[src/inc/acr_pkg.sv]
// constants and types for the converter configuration register bank
package acr_pkg;
    localparam int NUM_CH   = 4;
    localparam int SAMPLE_W = 12;

    // register addresses on the serial port
    localparam logic [7:0] ADDR_CHAN_SELECT = 8'h05;
    localparam logic [7:0] ADDR_POWER_MODE  = 8'h08;
    localparam logic [7:0] ADDR_CLOCK       = 8'h09;
    localparam logic [7:0] ADDR_PATTERN     = 8'h0D;
    localparam logic [7:0] ADDR_FORMAT      = 8'h14;
    localparam logic [7:0] ADDR_COMMIT      = 8'hFF;

    // reset values
    localparam logic [7:0] RST_CHAN_SELECT = 8'h0F;
    localparam logic [7:0] RST_POWER_MODE  = 8'h00;
    localparam logic [7:0] RST_CLOCK       = 8'h01;
    localparam logic [7:0] RST_PATTERN     = 8'h00;
    localparam logic [7:0] RST_FORMAT      = 8'h00;
    localparam logic [7:0] RST_COMMIT      = 8'h00;

    // field masks and positions
    localparam logic [7:0] MASK_CHAN_SELECT = 8'h3F;
    localparam logic [7:0] MASK_POWER_MODE  = 8'h07;
    localparam logic [7:0] MASK_CLOCK       = 8'h01;
    localparam logic [7:0] MASK_FORMAT      = 8'h47;
    localparam int         COMMIT_BIT       = 0;
    localparam int         DCS_BIT          = 0;
    localparam int         PRBS_LONG_RST_BIT  = 5;
    localparam int         PRBS_SHORT_RST_BIT = 4;
    localparam int         FMT_LOW_POWER_BIT  = 6;
    localparam int         FMT_INVERT_BIT     = 2;

    // power mode codes
    localparam logic [2:0] PM_RUN      = 3'h0;
    localparam logic [2:0] PM_POWERDN  = 3'h1;
    localparam logic [2:0] PM_STANDBY  = 3'h2;
    localparam logic [2:0] PM_RESET    = 3'h3;

    // data coding
    localparam logic [1:0] CODE_OFFSET = 2'h0;
    localparam logic [1:0] CODE_TWOS   = 2'h1;

    // test mode codes
    localparam logic [3:0] TM_OFF        = 4'h0;
    localparam logic [3:0] TM_MIDSCALE   = 4'h1;
    localparam logic [3:0] TM_POS_FS     = 4'h2;
    localparam logic [3:0] TM_NEG_FS     = 4'h3;
    localparam logic [3:0] TM_CHECKER    = 4'h4;
    localparam logic [3:0] TM_LONG_PRBS  = 4'h5;
    localparam logic [3:0] TM_SHORT_PRBS = 4'h6;
    localparam logic [3:0] TM_WORD_TOG   = 4'h7;
    localparam logic [3:0] TM_USER       = 4'h8;
    localparam logic [3:0] TM_BIT_TOG    = 4'h9;
    localparam logic [3:0] TM_SYNC       = 4'hA;
    localparam logic [3:0] TM_ONE_HIGH   = 4'hB;
    localparam logic [3:0] TM_MIXED      = 4'hC;

    // test words in offset binary
    localparam logic [11:0] PAT_MIDSCALE   = 12'h800;
    localparam logic [11:0] PAT_POS_FS     = 12'hFFF;
    localparam logic [11:0] PAT_NEG_FS     = 12'h000;
    localparam logic [11:0] PAT_CHECKER_A  = 12'hAAA;
    localparam logic [11:0] PAT_CHECKER_B  = 12'h555;
    localparam logic [11:0] PAT_WORD_ONES  = 12'hFFF;
    localparam logic [11:0] PAT_WORD_ZEROS = 12'h000;
    localparam logic [11:0] PAT_BIT_TOG    = 12'hAAA;
    localparam logic [11:0] PAT_SYNC       = 12'h03F;
    localparam logic [11:0] PAT_ONE_HIGH   = 12'h800;
    localparam logic [11:0] PAT_MIXED      = 12'hA33;

    // pseudorandom generators
    localparam int LONG_ORDER  = 23;
    localparam int LONG_TAP    = 18;
    localparam int SHORT_ORDER = 9;
    localparam int SHORT_TAP   = 5;

    // serial frame layout
    localparam logic [4:0] LAST_INSTR_BIT = 5'd15;
    localparam logic [4:0] LAST_FRAME_BIT = 5'd23;
    localparam int         RW_BIT         = 15;

    typedef enum logic [1:0] {SPI_INSTR, SPI_DATA, SPI_DONE} acr_spi_state_t;
endpackage

[src/verilog/acr_prbs.sv]
// pseudorandom word generator, twelve bits per advance
`timescale 1ns/1ps
module acr_prbs
    import acr_pkg::*;
#(
    parameter int ORDER = 9,
    parameter int TAP   = 5
)
(
    input  wire logic        clk_sys,
    input  wire logic        rst_n,
    input  wire logic        hold,
    input  wire logic        advance,
    output logic [11:0]      word
);
    logic [ORDER-1:0] state;
    logic [ORDER-1:0] next_state;
    logic [11:0]      next_word;

    always_comb
    begin
        next_state = state;
        next_word  = 12'h000;
        for (int i = 0; i < SAMPLE_W; i++)
        begin
            next_word[SAMPLE_W-1-i] = next_state[ORDER-1];
            next_state = {next_state[ORDER-2:0], next_state[ORDER-1] ^ next_state[TAP-1]};
        end
    end

    always_ff @(posedge clk_sys)
    begin
        if (!rst_n || hold)
        begin
            state <= '1;
            word  <= 12'h000;
        end
        else if (advance)
        begin
            state <= next_state;
            word  <= next_word;
        end
    end
endmodule

[src/verilog/acr_fmt.sv]
// per-channel output word selection and formatting
`timescale 1ns/1ps
module acr_fmt
    import acr_pkg::*;
(
    input  wire logic        clk_sys,
    input  wire logic        rst_n,
    input  wire logic        strobe,
    input  wire logic [7:0]  pattern_cfg,
    input  wire logic [7:0]  format_cfg,
    input  wire logic [11:0] sample,
    input  wire logic [11:0] user_word,
    input  wire logic [11:0] long_word,
    input  wire logic [11:0] short_word,
    output logic [11:0]      data_out
);
    logic        phase;
    logic [11:0] raw;
    logic [11:0] coded;

    always_comb
    begin
        case (pattern_cfg[3:0])
            TM_OFF:        raw = sample;
            TM_MIDSCALE:   raw = PAT_MIDSCALE;
            TM_POS_FS:     raw = PAT_POS_FS;
            TM_NEG_FS:     raw = PAT_NEG_FS;
            TM_CHECKER:    raw = phase ? PAT_CHECKER_B : PAT_CHECKER_A;
            TM_LONG_PRBS:  raw = long_word;
            TM_SHORT_PRBS: raw = short_word;
            TM_WORD_TOG:   raw = phase ? PAT_WORD_ZEROS : PAT_WORD_ONES;
            TM_USER:       raw = user_word;
            TM_BIT_TOG:    raw = PAT_BIT_TOG;
            TM_SYNC:       raw = PAT_SYNC;
            TM_ONE_HIGH:   raw = PAT_ONE_HIGH;
            TM_MIXED:      raw = PAT_MIXED;
            default:       raw = sample;
        endcase
    end

    // reserved codings fall back to offset binary
    always_comb
    begin
        coded = raw;
        if (format_cfg[1:0] == CODE_TWOS)
            coded[SAMPLE_W-1] = ~raw[SAMPLE_W-1];
        if (format_cfg[FMT_INVERT_BIT])
            coded = ~coded;
    end

    always_ff @(posedge clk_sys)
    begin
        if (!rst_n)
        begin
            phase    <= 1'b0;
            data_out <= 12'h000;
        end
        else if (strobe)
        begin
            phase    <= ~phase;
            data_out <= coded;
        end
    end
endmodule

[src/verilog/acr_top.sv]
// serial-programmed configuration bank with test pattern output path
//
// Overview of operation
// - channel select bits gate per-channel writes
// - power mode: run, power-down, standby, reset
// - clock bit 0 enables duty stabilizer
// - test modes replace sample data on outputs
// - modes: off, midscale, positive, negative full-scale
// - checker, long, short prbs, word toggle
// - user, bit toggle, sync, one high, mixed
// - output format also applies to test words
// - format: low-power swing, invert, twos complement
`timescale 1ns/1ps
module acr_top
    import acr_pkg::*;
(
    input  wire logic        clk_sys,
    input  wire logic        rst_n,
    input  wire logic        spi_csb_n,
    input  wire logic        spi_sclk,
    input  wire logic        spi_sdio_in,
    output logic             spi_sdio_out,
    output logic             spi_sdio_oe,
    input  wire logic        sample_strobe,
    input  wire logic [11:0] sample_in [NUM_CH],
    input  wire logic [11:0] user_pattern,
    output logic [11:0]      data_out [NUM_CH],
    output logic             power_down,
    output logic             standby,
    output logic             core_reset,
    output logic             dcs_enable,
    output logic [3:0]       lvds_low_power
);
    // serial port
    logic            sclk_q;
    logic            sclk_rise;
    logic            sclk_fall;
    acr_spi_state_t  spi_state;
    logic [4:0]      bit_cnt;
    logic [15:0]     shift_in;
    logic [15:0]     instr;
    logic [7:0]      rd_shift;
    logic [7:0]      rd_data;
    logic            wr_en;
    logic [7:0]      wr_addr;
    logic [7:0]      wr_data;

    // registers
    logic [7:0]      chan_select;
    logic [7:0]      shadow_power;
    logic [7:0]      shadow_clock;
    logic [7:0]      shadow_pattern [NUM_CH];
    logic [7:0]      shadow_format  [NUM_CH];
    logic [7:0]      active_power;
    logic [7:0]      active_clock;
    logic [7:0]      active_pattern [NUM_CH];
    logic [7:0]      active_format  [NUM_CH];
    logic            commit_pending;
    logic [1:0]      rd_ch;

    // prbs
    logic            long_hold;
    logic            short_hold;
    logic [11:0]     long_word;
    logic [11:0]     short_word;

    // sclk is sampled on clk_sys, so it must stay below a quarter of its rate
    assign sclk_rise = spi_sclk & ~sclk_q;
    assign sclk_fall = ~spi_sclk & sclk_q;

    always_ff @(posedge clk_sys)
    begin
        if (!rst_n)
            sclk_q <= 1'b0;
        else
            sclk_q <= spi_sclk;
    end

    // frame: 16 instruction bits (read flag on top, address low byte), then one data byte
    always_ff @(posedge clk_sys)
    begin
        if (!rst_n || spi_csb_n)
        begin
            spi_state <= SPI_INSTR;
            bit_cnt   <= 5'd0;
            shift_in  <= 16'h0000;
            instr     <= 16'h0000;
        end
        else if (sclk_rise)
        begin
            shift_in <= {shift_in[14:0], spi_sdio_in};
            case (spi_state)
                SPI_INSTR:
                begin
                    bit_cnt <= bit_cnt + 5'd1;
                    if (bit_cnt == LAST_INSTR_BIT)
                    begin
                        instr     <= {shift_in[14:0], spi_sdio_in};
                        spi_state <= SPI_DATA;
                    end
                end
                SPI_DATA:
                begin
                    bit_cnt <= bit_cnt + 5'd1;
                    if (bit_cnt == LAST_FRAME_BIT)
                        spi_state <= SPI_DONE;
                end
                SPI_DONE:
                    bit_cnt <= bit_cnt;
                default:
                    spi_state <= SPI_INSTR;
            endcase
        end
    end

    // one write per frame; further bytes in the frame are ignored
    always_ff @(posedge clk_sys)
    begin
        if (!rst_n)
        begin
            wr_en   <= 1'b0;
            wr_addr <= 8'h00;
            wr_data <= 8'h00;
        end
        else
        begin
            wr_en <= !spi_csb_n && sclk_rise && spi_state == SPI_DATA
                     && bit_cnt == LAST_FRAME_BIT && !instr[RW_BIT];
            if (!spi_csb_n && sclk_rise && spi_state == SPI_DATA && bit_cnt == LAST_FRAME_BIT)
            begin
                wr_addr <= instr[7:0];
                wr_data <= {shift_in[6:0], spi_sdio_in};
            end
        end
    end

    // read byte shifts out on falling sclk, msb first
    always_ff @(posedge clk_sys)
    begin
        if (!rst_n || spi_csb_n)
        begin
            rd_shift     <= 8'h00;
            spi_sdio_out <= 1'b0;
            spi_sdio_oe  <= 1'b0;
        end
        else if (sclk_rise && spi_state == SPI_INSTR && bit_cnt == LAST_INSTR_BIT)
            rd_shift <= rd_data;
        else if (sclk_fall && spi_state == SPI_DATA && instr[RW_BIT])
        begin
            spi_sdio_out <= rd_shift[7];
            spi_sdio_oe  <= 1'b1;
            rd_shift     <= {rd_shift[6:0], 1'b0};
        end
        else if (sclk_fall && spi_state == SPI_DONE)
            spi_sdio_oe <= 1'b0;
    end

    // per-channel readback shows the lowest selected channel
    always_comb
    begin
        if (chan_select[0] || chan_select[3:0] == 4'h0)
            rd_ch = 2'd0;
        else if (chan_select[1])
            rd_ch = 2'd1;
        else if (chan_select[2])
            rd_ch = 2'd2;
        else
            rd_ch = 2'd3;
    end

    // address comes from the live shift register at the last instruction bit
    always_comb
    begin
        case ({shift_in[6:0], spi_sdio_in})
            ADDR_CHAN_SELECT: rd_data = chan_select;
            ADDR_POWER_MODE:  rd_data = shadow_power;
            ADDR_CLOCK:       rd_data = shadow_clock;
            ADDR_PATTERN:     rd_data = shadow_pattern[rd_ch];
            ADDR_FORMAT:      rd_data = shadow_format[rd_ch];
            ADDR_COMMIT:      rd_data = {7'h00, commit_pending};
            default:          rd_data = 8'h00;
        endcase
    end

    // channel select acts at once, not through the shadow
    always_ff @(posedge clk_sys)
    begin
        if (!rst_n)
            chan_select <= RST_CHAN_SELECT;
        else if (wr_en && wr_addr == ADDR_CHAN_SELECT)
            chan_select <= wr_data & MASK_CHAN_SELECT;
    end

    always_ff @(posedge clk_sys)
    begin
        if (!rst_n)
        begin
            shadow_power <= RST_POWER_MODE;
            shadow_clock <= RST_CLOCK;
        end
        else if (wr_en)
        begin
            if (wr_addr == ADDR_POWER_MODE)
                shadow_power <= wr_data & MASK_POWER_MODE;
            if (wr_addr == ADDR_CLOCK)
                shadow_clock <= wr_data & MASK_CLOCK;
        end
    end

    always_ff @(posedge clk_sys)
    begin
        for (int i = 0; i < NUM_CH; i++)
        begin
            if (!rst_n)
            begin
                shadow_pattern[i] <= RST_PATTERN;
                shadow_format[i]  <= RST_FORMAT;
            end
            else if (wr_en && chan_select[i])
            begin
                if (wr_addr == ADDR_PATTERN)
                    shadow_pattern[i] <= wr_data;
                if (wr_addr == ADDR_FORMAT)
                    shadow_format[i] <= wr_data & MASK_FORMAT;
            end
        end
    end

    // commit bit self-clears after the copy; a new commit in that cycle wins
    always_ff @(posedge clk_sys)
    begin
        if (!rst_n)
            commit_pending <= RST_COMMIT[COMMIT_BIT];
        else if (wr_en && wr_addr == ADDR_COMMIT && wr_data[COMMIT_BIT])
            commit_pending <= 1'b1;
        else
            commit_pending <= 1'b0;
    end

    always_ff @(posedge clk_sys)
    begin
        if (!rst_n)
        begin
            active_power <= RST_POWER_MODE;
            active_clock <= RST_CLOCK;
            for (int i = 0; i < NUM_CH; i++)
            begin
                active_pattern[i] <= RST_PATTERN;
                active_format[i]  <= RST_FORMAT;
            end
        end
        else if (commit_pending)
        begin
            active_power <= shadow_power;
            active_clock <= shadow_clock;
            for (int i = 0; i < NUM_CH; i++)
            begin
                active_pattern[i] <= shadow_pattern[i];
                active_format[i]  <= shadow_format[i];
            end
        end
    end

    // mode outputs; reserved power codes run the chip
    always_ff @(posedge clk_sys)
    begin
        if (!rst_n)
        begin
            power_down <= 1'b0;
            standby    <= 1'b0;
            core_reset <= 1'b0;
        end
        else
        begin
            power_down <= active_power[2:0] == PM_POWERDN;
            standby    <= active_power[2:0] == PM_STANDBY;
            core_reset <= active_power[2:0] == PM_RESET;
        end
    end

    always_ff @(posedge clk_sys)
    begin
        if (!rst_n)
            dcs_enable <= RST_CLOCK[DCS_BIT];
        else
            dcs_enable <= active_clock[DCS_BIT];
    end

    always_ff @(posedge clk_sys)
    begin
        for (int i = 0; i < NUM_CH; i++)
        begin
            if (!rst_n)
                lvds_low_power[i] <= 1'b0;
            else
                lvds_low_power[i] <= active_format[i][FMT_LOW_POWER_BIT];
        end
    end

    // generators are shared, so any channel's reset bit holds them
    always_comb
    begin
        long_hold  = 1'b0;
        short_hold = 1'b0;
        for (int i = 0; i < NUM_CH; i++)
        begin
            long_hold  = long_hold  | active_pattern[i][PRBS_LONG_RST_BIT];
            short_hold = short_hold | active_pattern[i][PRBS_SHORT_RST_BIT];
        end
    end

    acr_prbs #(.ORDER(LONG_ORDER), .TAP(LONG_TAP)) u_long_prbs
    (
        .clk_sys (clk_sys),
        .rst_n   (rst_n),
        .hold    (long_hold),
        .advance (sample_strobe),
        .word    (long_word)
    );

    acr_prbs #(.ORDER(SHORT_ORDER), .TAP(SHORT_TAP)) u_short_prbs
    (
        .clk_sys (clk_sys),
        .rst_n   (rst_n),
        .hold    (short_hold),
        .advance (sample_strobe),
        .word    (short_word)
    );

    for (genvar g = 0; g < NUM_CH; g++)
    begin : g_ch
        acr_fmt u_fmt
        (
            .clk_sys     (clk_sys),
            .rst_n       (rst_n),
            .strobe      (sample_strobe),
            .pattern_cfg (active_pattern[g]),
            .format_cfg  (active_format[g]),
            .sample      (sample_in[g]),
            .user_word   (user_pattern),
            .long_word   (long_word),
            .short_word  (short_word),
            .data_out    (data_out[g])
        );
    end
endmodule

[config.mk]
export PLATFORM = sky130hd
export DESIGN_NAME = acr_top
export DESIGN_NICKNAME = d
export VERILOG_FILES = /design/src/inc/acr_pkg.sv /design/src/verilog/acr_prbs.sv /design/src/verilog/acr_fmt.sv /design/src/verilog/acr_top.sv
export SDC_FILE = /design/constraint.sdc
export NUM_CORES = 1
export LEC_CHECK = 0
export ABC_AREA = 1
export BUFFER_PORTS_ARGS = -buffer_cell sky130_fd_sc_hd__buf_2
export CAP_MARGIN = 20
export CORE_MARGIN = 1.5
export CORE_UTILIZATION = 50
export CTS_CLUSTER_DIAMETER = 30
export DETAILED_ROUTE_END_ITERATION = 10
export HOLD_SLACK_MARGIN = 0.1
export PLACE_DENSITY = 0.76
export SYNTH_ARGS = -nofsm -noshare
export SYNTH_HDL_FRONTEND = slang
export SYNTH_SLANG_ARGS = --single-unit
[constraint.sdc]
create_clock -name clk_sys -period 2.2 [get_ports clk_sys]
set_input_delay 0.22 -clock clk_sys [delete_from_list [all_inputs] [get_ports clk_sys]]
set_output_delay 0.22 -clock clk_sys [all_outputs]
set_load 0.01 [all_outputs]
# Word-level counts from Yosys, hierarchy flattened

Memories as Yosys holds them, arrays and structs flattened.
Index checks and enable logic that the tools add are counted.

Add/sub/neg operators: 1
Equal/unequal tests: 73
Multiplexer cells: 78
Bitwise operators: 64
Reduce and logical (&&, ||, !) cells: 39

Operator list:

| kind                                           | number |
|---|---|
| case mux 12 bit (11 select lines)              | 4 |
| 2-to-1 mux 12 bit                              | 12 |
| 2-to-1 mux 8 bit                               | 14 |
| == test 4 bit (second input constant)          | 20 |
| == test 4 x 3 -> 1 bit (second input constant) | 16 |
| == test 8 x 4 -> 1 bit (second input constant) | 6 |
| inverter 12 bit                                | 4 |
| case mux 8 bit (6 select lines)                | 1 |
| 2-to-1 mux 1 bit                               | 38 |
| == test 4 x 2 -> 1 bit (second input constant) | 8 |
| bitwise XOR 1 bit                              | 24 |
| bitwise OR 1 bit                               | 22 |
| == test 4 x 1 -> 1 bit (second input constant) | 4 |
| == test 8 x 3 -> 1 bit (second input constant) | 2 |
| == test 8 x 5 -> 1 bit (second input constant) | 2 |
| == test 8 bit (second input constant)          | 2 |
| logical AND 1 bit                              | 16 |
| 2-to-1 mux 4 bit                               | 4 |
| inverter 1 bit                                 | 12 |
| == test 2 x 1 -> 1 bit (second input constant) | 5 |
| AND reduction 2 bit                            | 5 |
| OR reduction 2 bit                             | 5 |
| 2-to-1 mux 2 bit                               | 4 |
| == test 3 x 2 -> 1 bit (second input constant) | 2 |
| other kinds (15)                               | 23 |

Register bits: 197
Memory bits (writable): 112
Input port bits: 66
Output and inout port bits: 58
Word-level logic and storage cells: 293
Memories kept: 4

Memories:

| memory         | words | bits a word | rd ports | clocked after Yosys merged registers in | write ports | RTL line      | source |
|---|---|---|---|---|---|---|---|
| active_format  | 4     | 8           | 4        | 0                                       | 4           | acr_top.sv:57 | `logic [7:0] active_format [NUM_CH];` |
| active_pattern | 4     | 8           | 4        | 0                                       | 4           | acr_top.sv:56 | `logic [7:0] active_pattern [NUM_CH];` |
| shadow_pattern | 4     | 8           | 5        | 0                                       | 4           | acr_top.sv:52 | `logic [7:0] shadow_pattern [NUM_CH];` |
| shadow_format  | 4     | 4           | 5        | 0                                       | 4           | acr_top.sv:53 | `logic [7:0] shadow_format [NUM_CH];` |

# Depth between registers and ports, before layout

An unclocked memory read counts as a cell.

Depth after elaboration: 8
Mapped depth: 14
Depth with buffers taken out: 14

# Modules after synthesis

Synthesis repeated with hierarchy kept, for this count alone.

Cells, all modules: 2216
Area total of the unflattened synthesis: 15382.3 µm²

By module, submodules not included:

| module                   | instances | cells each | area each (µm²) | sequential area each (µm²) |
|---|---|---|---|---|
| acr_top                  | 1         | 808        | 7383.3          | 4524.3 |
| acr_fmt                  | 4         | 269        | 1402.6          | 260.2 |
| acr_prbs at u_long_prbs  | 1         | 212        | 1456.4          | 700.7 |
| acr_prbs at u_short_prbs | 1         | 120        | 932.1           | 420.4 |

# Least setup slack after synthesis

Ideal clock, no wire load.

Kind: flip-flop to flip-flop
Start point: register bit_cnt[0]
End point: register rd_shift[6]
Library setup time: 109 ps
Arrival: 1758 ps
Required time: 2091 ps
Path slack: 333 ps
Cell stages (with the launch flop): 15
Path buffers: 0
Period minus slack after synthesis: 1867 ps
Path through: dfxtp_1 > ha_1 > inv_1 > nor3_1 > ha_1 > inv_1 > nor3_2 > nand2_1 > nand2_1 > inv_2 > nand2_1 > o21ai_0 > nand3b_1 > nand2_1 > inv_1

Word-level cells in the longest chain between the ends: 3
Elaborated cells between the ends (all ways): 4
Those cells by class: eq/ne: 1; mux: 1; reduce/logical: 2

RTL lines:

| what                                                          | RTL line       | source |
|---|---|---|
| start: declaration                                            | acr_top.sv:39  | `logic [4:0] bit_cnt;` |
| start signal: assignment                                      | acr_top.sv:95  | `bit_cnt <= bit_cnt + 5'd1;` |
| start signal: assignment                                      | acr_top.sv:104 | `bit_cnt <= bit_cnt + 5'd1;` |
| start signal: assignment                                      | acr_top.sv:109 | `bit_cnt <= bit_cnt;` |
| == test 5 x 4 -> 1 bit *                                      | acr_top.sv:146 | `else if (sclk_rise && spi_state == SPI_INSTR && bit_cnt == LAST_INSTR_BIT)` |
| logical AND 1 bit *                                           | acr_top.sv:146 |  |
| 2-to-1 mux 8 bit / nonzero test 2 bit (equally long branches) | n/a            |  |
| end signal: assignment                                        | acr_top.sv:147 | `rd_shift <= rd_data;` |
| end signal: assignment                                        | acr_top.sv:152 | `rd_shift <= {rd_shift[6:0], 1'b0};` |
| end: declaration                                              | acr_top.sv:42  | `logic [7:0] rd_shift;` |

Every way passes the cells marked *; elsewhere a longest branch is shown, timed or not.
A chain may end at the register's enable or synchronous reset.

# Worst setup path after layout

Start point: register bit_cnt[0]
End point: register rd_shift[2]

Same word-level chain as after synthesis.

==> metrics.md <==
| Metric | Value |
|---|---|
| Row Count | about 60 |
| Final Max Slew Viols | 0 |
| Max transition margin | 0.6177 |
| Final hold vios | 0 |
| Fin util | 0.6399 |
| Final setup margin | 0.2045 ns |
| Layout cell share with drive strength beyond 1 | 0.1307 |
| Bufs on Longest Clock Path | 3 |
| Vias in the first global route | 13570 |
| Leading area contributor after synthesis | dfxtp_1 |
| Synthesis-to-layout area growth | 24.98% |
| Met3 Resource Use GR | 0.04967 |
| Largest net degree at the start of global routing | 65 |
| Clock-pin slew on the worst setup and hold paths | ~0.05 ns |
| Async SR Flop Fraction | 0 |
| Starting Density | 0.5120 |
| Die area | between 20000 and 30000 µm² |
| PortBufs | ~120 |
| Post-synth EDFFs | just under 90 |
| Via/cell ratio | ~5.4 |
| Busiest grt layer | met2 |
| Most used DFF post-synth | dfxtp_1 |
| Status | finished, final reports clean |
| IO Pins | approximately 120 |
| Grt met2 use | 0.4953 |
| Max-cap violation count | 0 |
| Most numerous cell in the Yosys netlist | nand2_1 |
| Routed WL | ~44000 µm |
| CTS tree | built |
| Part of the power in the clock network | 0.558 |
| RD Place Congestion | 0.9893 |
| Initial antenna violation count | 0 |
| Post-Synthesis Cells | approximately 2100 |
| Post-place instance area | 15440 µm² |
| Warnings, synthesis | 0 |
| Worst Clk Skew | 0.05162 ns |
| # DRC | 0 |
| DPL Wire Length | between 30000 and 40000 µm |
| Area of the core | between 20000 and 30000 µm² |
| Maximum vdd drop | approximately 0.00081 V |
| Filler cell count | 2430 |
| Synth cell count leaders | nand2_1, nor2_1, inv_1 |
| Synthesis-stage register bit count | 278 |
| Final antenna-violating net count | 0 |
| Setup TNS | 0 ns |
| Die height | 172.1 µm |
| Cell Pwr Density | just under 900 nW/µm² |
| # setup viols final | 0 |
| H-tree depth | 2 |
| Leak Pwr | between 8 and 9 nW |
| Switching Power | a little over 0.004 W |
| Critical Path Start Type | register |
| Part of the power in registers | 0.357 |
| Place WS | 0.2631 ns |
| Mapped Area | about 14000 µm² |
| Synth top area cells | dfxtp_1, edfxtp_1, nand2_1, nor2_1, inv_1 |
| Final period util | 0.9071 |
| Worst endpoint data arrival time | 2.53 ns |
| First-pass DRT Iterations | 8 |
| Fin crit period | between 1.5 and 2 ns |
| N_diodes | 0 |
| Crit path capture type | register |
| Setup CP Type | reg -> reg |
| Nets | ~2400 |
| Required time of the critical path | 2.73 ns |
| Post-CTS Setup Bufs | 0 |
| Logic pwr share | 0.085 |
| Cell variety after synth | 39 |
| First-pass GRT wire length | 68630 µm |
| GR Util met1 | 0.3672 |
| Seq/Total Area, Yosys | 0.4507 |
| Overflow after GRT | 0 |
| Max frequency | about 500 MHz |
| Clk root buf | clkbuf_16 |
| Vias | 14590 |
| Final Cell Area | roughly 18000 µm² |
| Total GRT Usage | 0.2945 |
| Worst-Margin Slew | 0.5728 ns |
| Total CTS buffers | 57 |
| Average size of a mapped cell | around 6.8 µm² |
| RSZ-0062 raised after global routing | no |
| Initial DRC count | 1317 |
| Yosys top cell area share | 0.2659 |
| Clk sinks | roughly 280 |
| Hold/Removal Path Class | in -> reg |
| Critical Path Fanout Max | 5 |
| DP Cell Count | approximately 2600 |
| Syn_nets | ~2200 |
| P_int | between 0.01 and 0.015 W |
| Finished Layout Cells | 2711 |
| Switching part of the total | 0.2589 |
| Clk_lat worst skew | about 0.61 ns |
| Routed wire per std cell | between 15 and 20 µm |
| Die width | 172.1 µm |
==> stage by stage <==
step                      hold WS [ns]  total power [W]
final                           0.1188          0.01571
after global routing            0.1353          0.01623
after global placement          0.4026         0.006927
after detailed placement        0.4110         0.006951
after CTS                       0.1018          0.01575
after floorplan                 0.3135         0.006523
==> critical path, stage by stage (launching register included) <==
cell     delay [ns]
dfxtp_1        0.38
ha_1           0.21
inv_1          0.07
nor3_1         0.14
ha_1           0.17
inv_1          0.06
nor3_2         0.18
nand2_2        0.12
a21oi_1        0.36
nand2_1        0.10
a21oi_1        0.13
==> cell type report <==
type	count	area, µm²	share of cell area
multi-input combinational	1468	6545	0.3662
sequential	278	6446	0.3606
clock buffer	64	1493	0.08351
timing repair buffer	202	1351	0.07560
inverter	277	1040	0.05817
clock inverter	44	526.8	0.02947
tap	378	473.0	0.02646
==> registers in the layout (all words and copies together), names as in the netlist, 12 cells and up <==
| signal | flops |
|---|---|
| g_ch.u_fmt.data_out | 48 |
| shadow_pattern | 32 |
| active_pattern | 24 |
| u_long_prbs.state | 23 |
| active_format | 16 |
| shadow_format | 16 |
| shift_in | 15 |
| u_long_prbs.word | 12 |
| u_short_prbs.word | 12 |
==> repair_timing <==
action                                  CTS  global route
endpoints found under the setup margin    0             5
gates resized for setup                   0             1
hold endpoints to repair                 48             0
hold buffers                             41             0
==> placed cells by master, fill, tap and decap left out, types with 14 or more instances in the layout <==
master and n:
o211ai_1 14, nor3_1 31, o22ai_1 20, dfxtp_1 190, nand3_1 144, nand2_1 545
dlygate4sd3_1 41, nand4_1 56, nor2_1 384, buf_4 36, a21oi_1 82, clkbuf_16 57
edfxtp_1 88, inv_1 269, buf_2 122, o21ai_0 117
==> cell families after synthesis <==
group                    Yosys count  share of synthesized area
buffers and inverters            343                    0.09186
AND/OR/NAND/NOR                 1203                     0.3528
AO/OA/AOI/OAI                    256                    0.09859
adder cells (fa/ha/maj)            2                   0.001749
flip-flops                       278                     0.4507
XOR/XNOR                           7                   0.004287
==> power groups by stage <==
stage	clock [W]	combinational [W]	sequential, W
after detailed placement	0	0.00125	0.00570
after CTS	0.00883	0.00132	0.00560
final	0.00876	0.00134	0.00561
after global placement	0	0.00124	0.00569
after floorplan	0	0.000819	0.00570
after global routing	0.00910	0.00151	0.00562
==> final timing paths <==
| check | start | endpoint | slack, ns | cells past startpoint |
|---|---|---|---|---|
| worst max-delay path | bit_cnt[0]$_SDFFE_PP0P_ | rd_shift[2]$_SDFFE_PP0P_ | 0.20 | 10 |
| worst min-delay path | sample_in[23] | g_ch[2].u_fmt.data_out[11]$_SDFFE_PN0P_ | 0.12 | 7 |
| worst max register to register | bit_cnt[0]$_SDFFE_PP0P_ | rd_shift[2]$_SDFFE_PP0P_ | 0.20 | 10 |
| worst min register to register | active_power[0]$_SDFFE_PN0P_ | standby$_SDFF_PN0_ | 0.42 | 1 |
==> per-layer routing <==
layer / vias up / routed length, µm
met1: 6683 / 18320
met4: 0 / 1894
li1: 7135 / -
met2: 611 / 20630
met3: 159 / 3139
met5: - / 0
(Power assumes the default switching activity.)
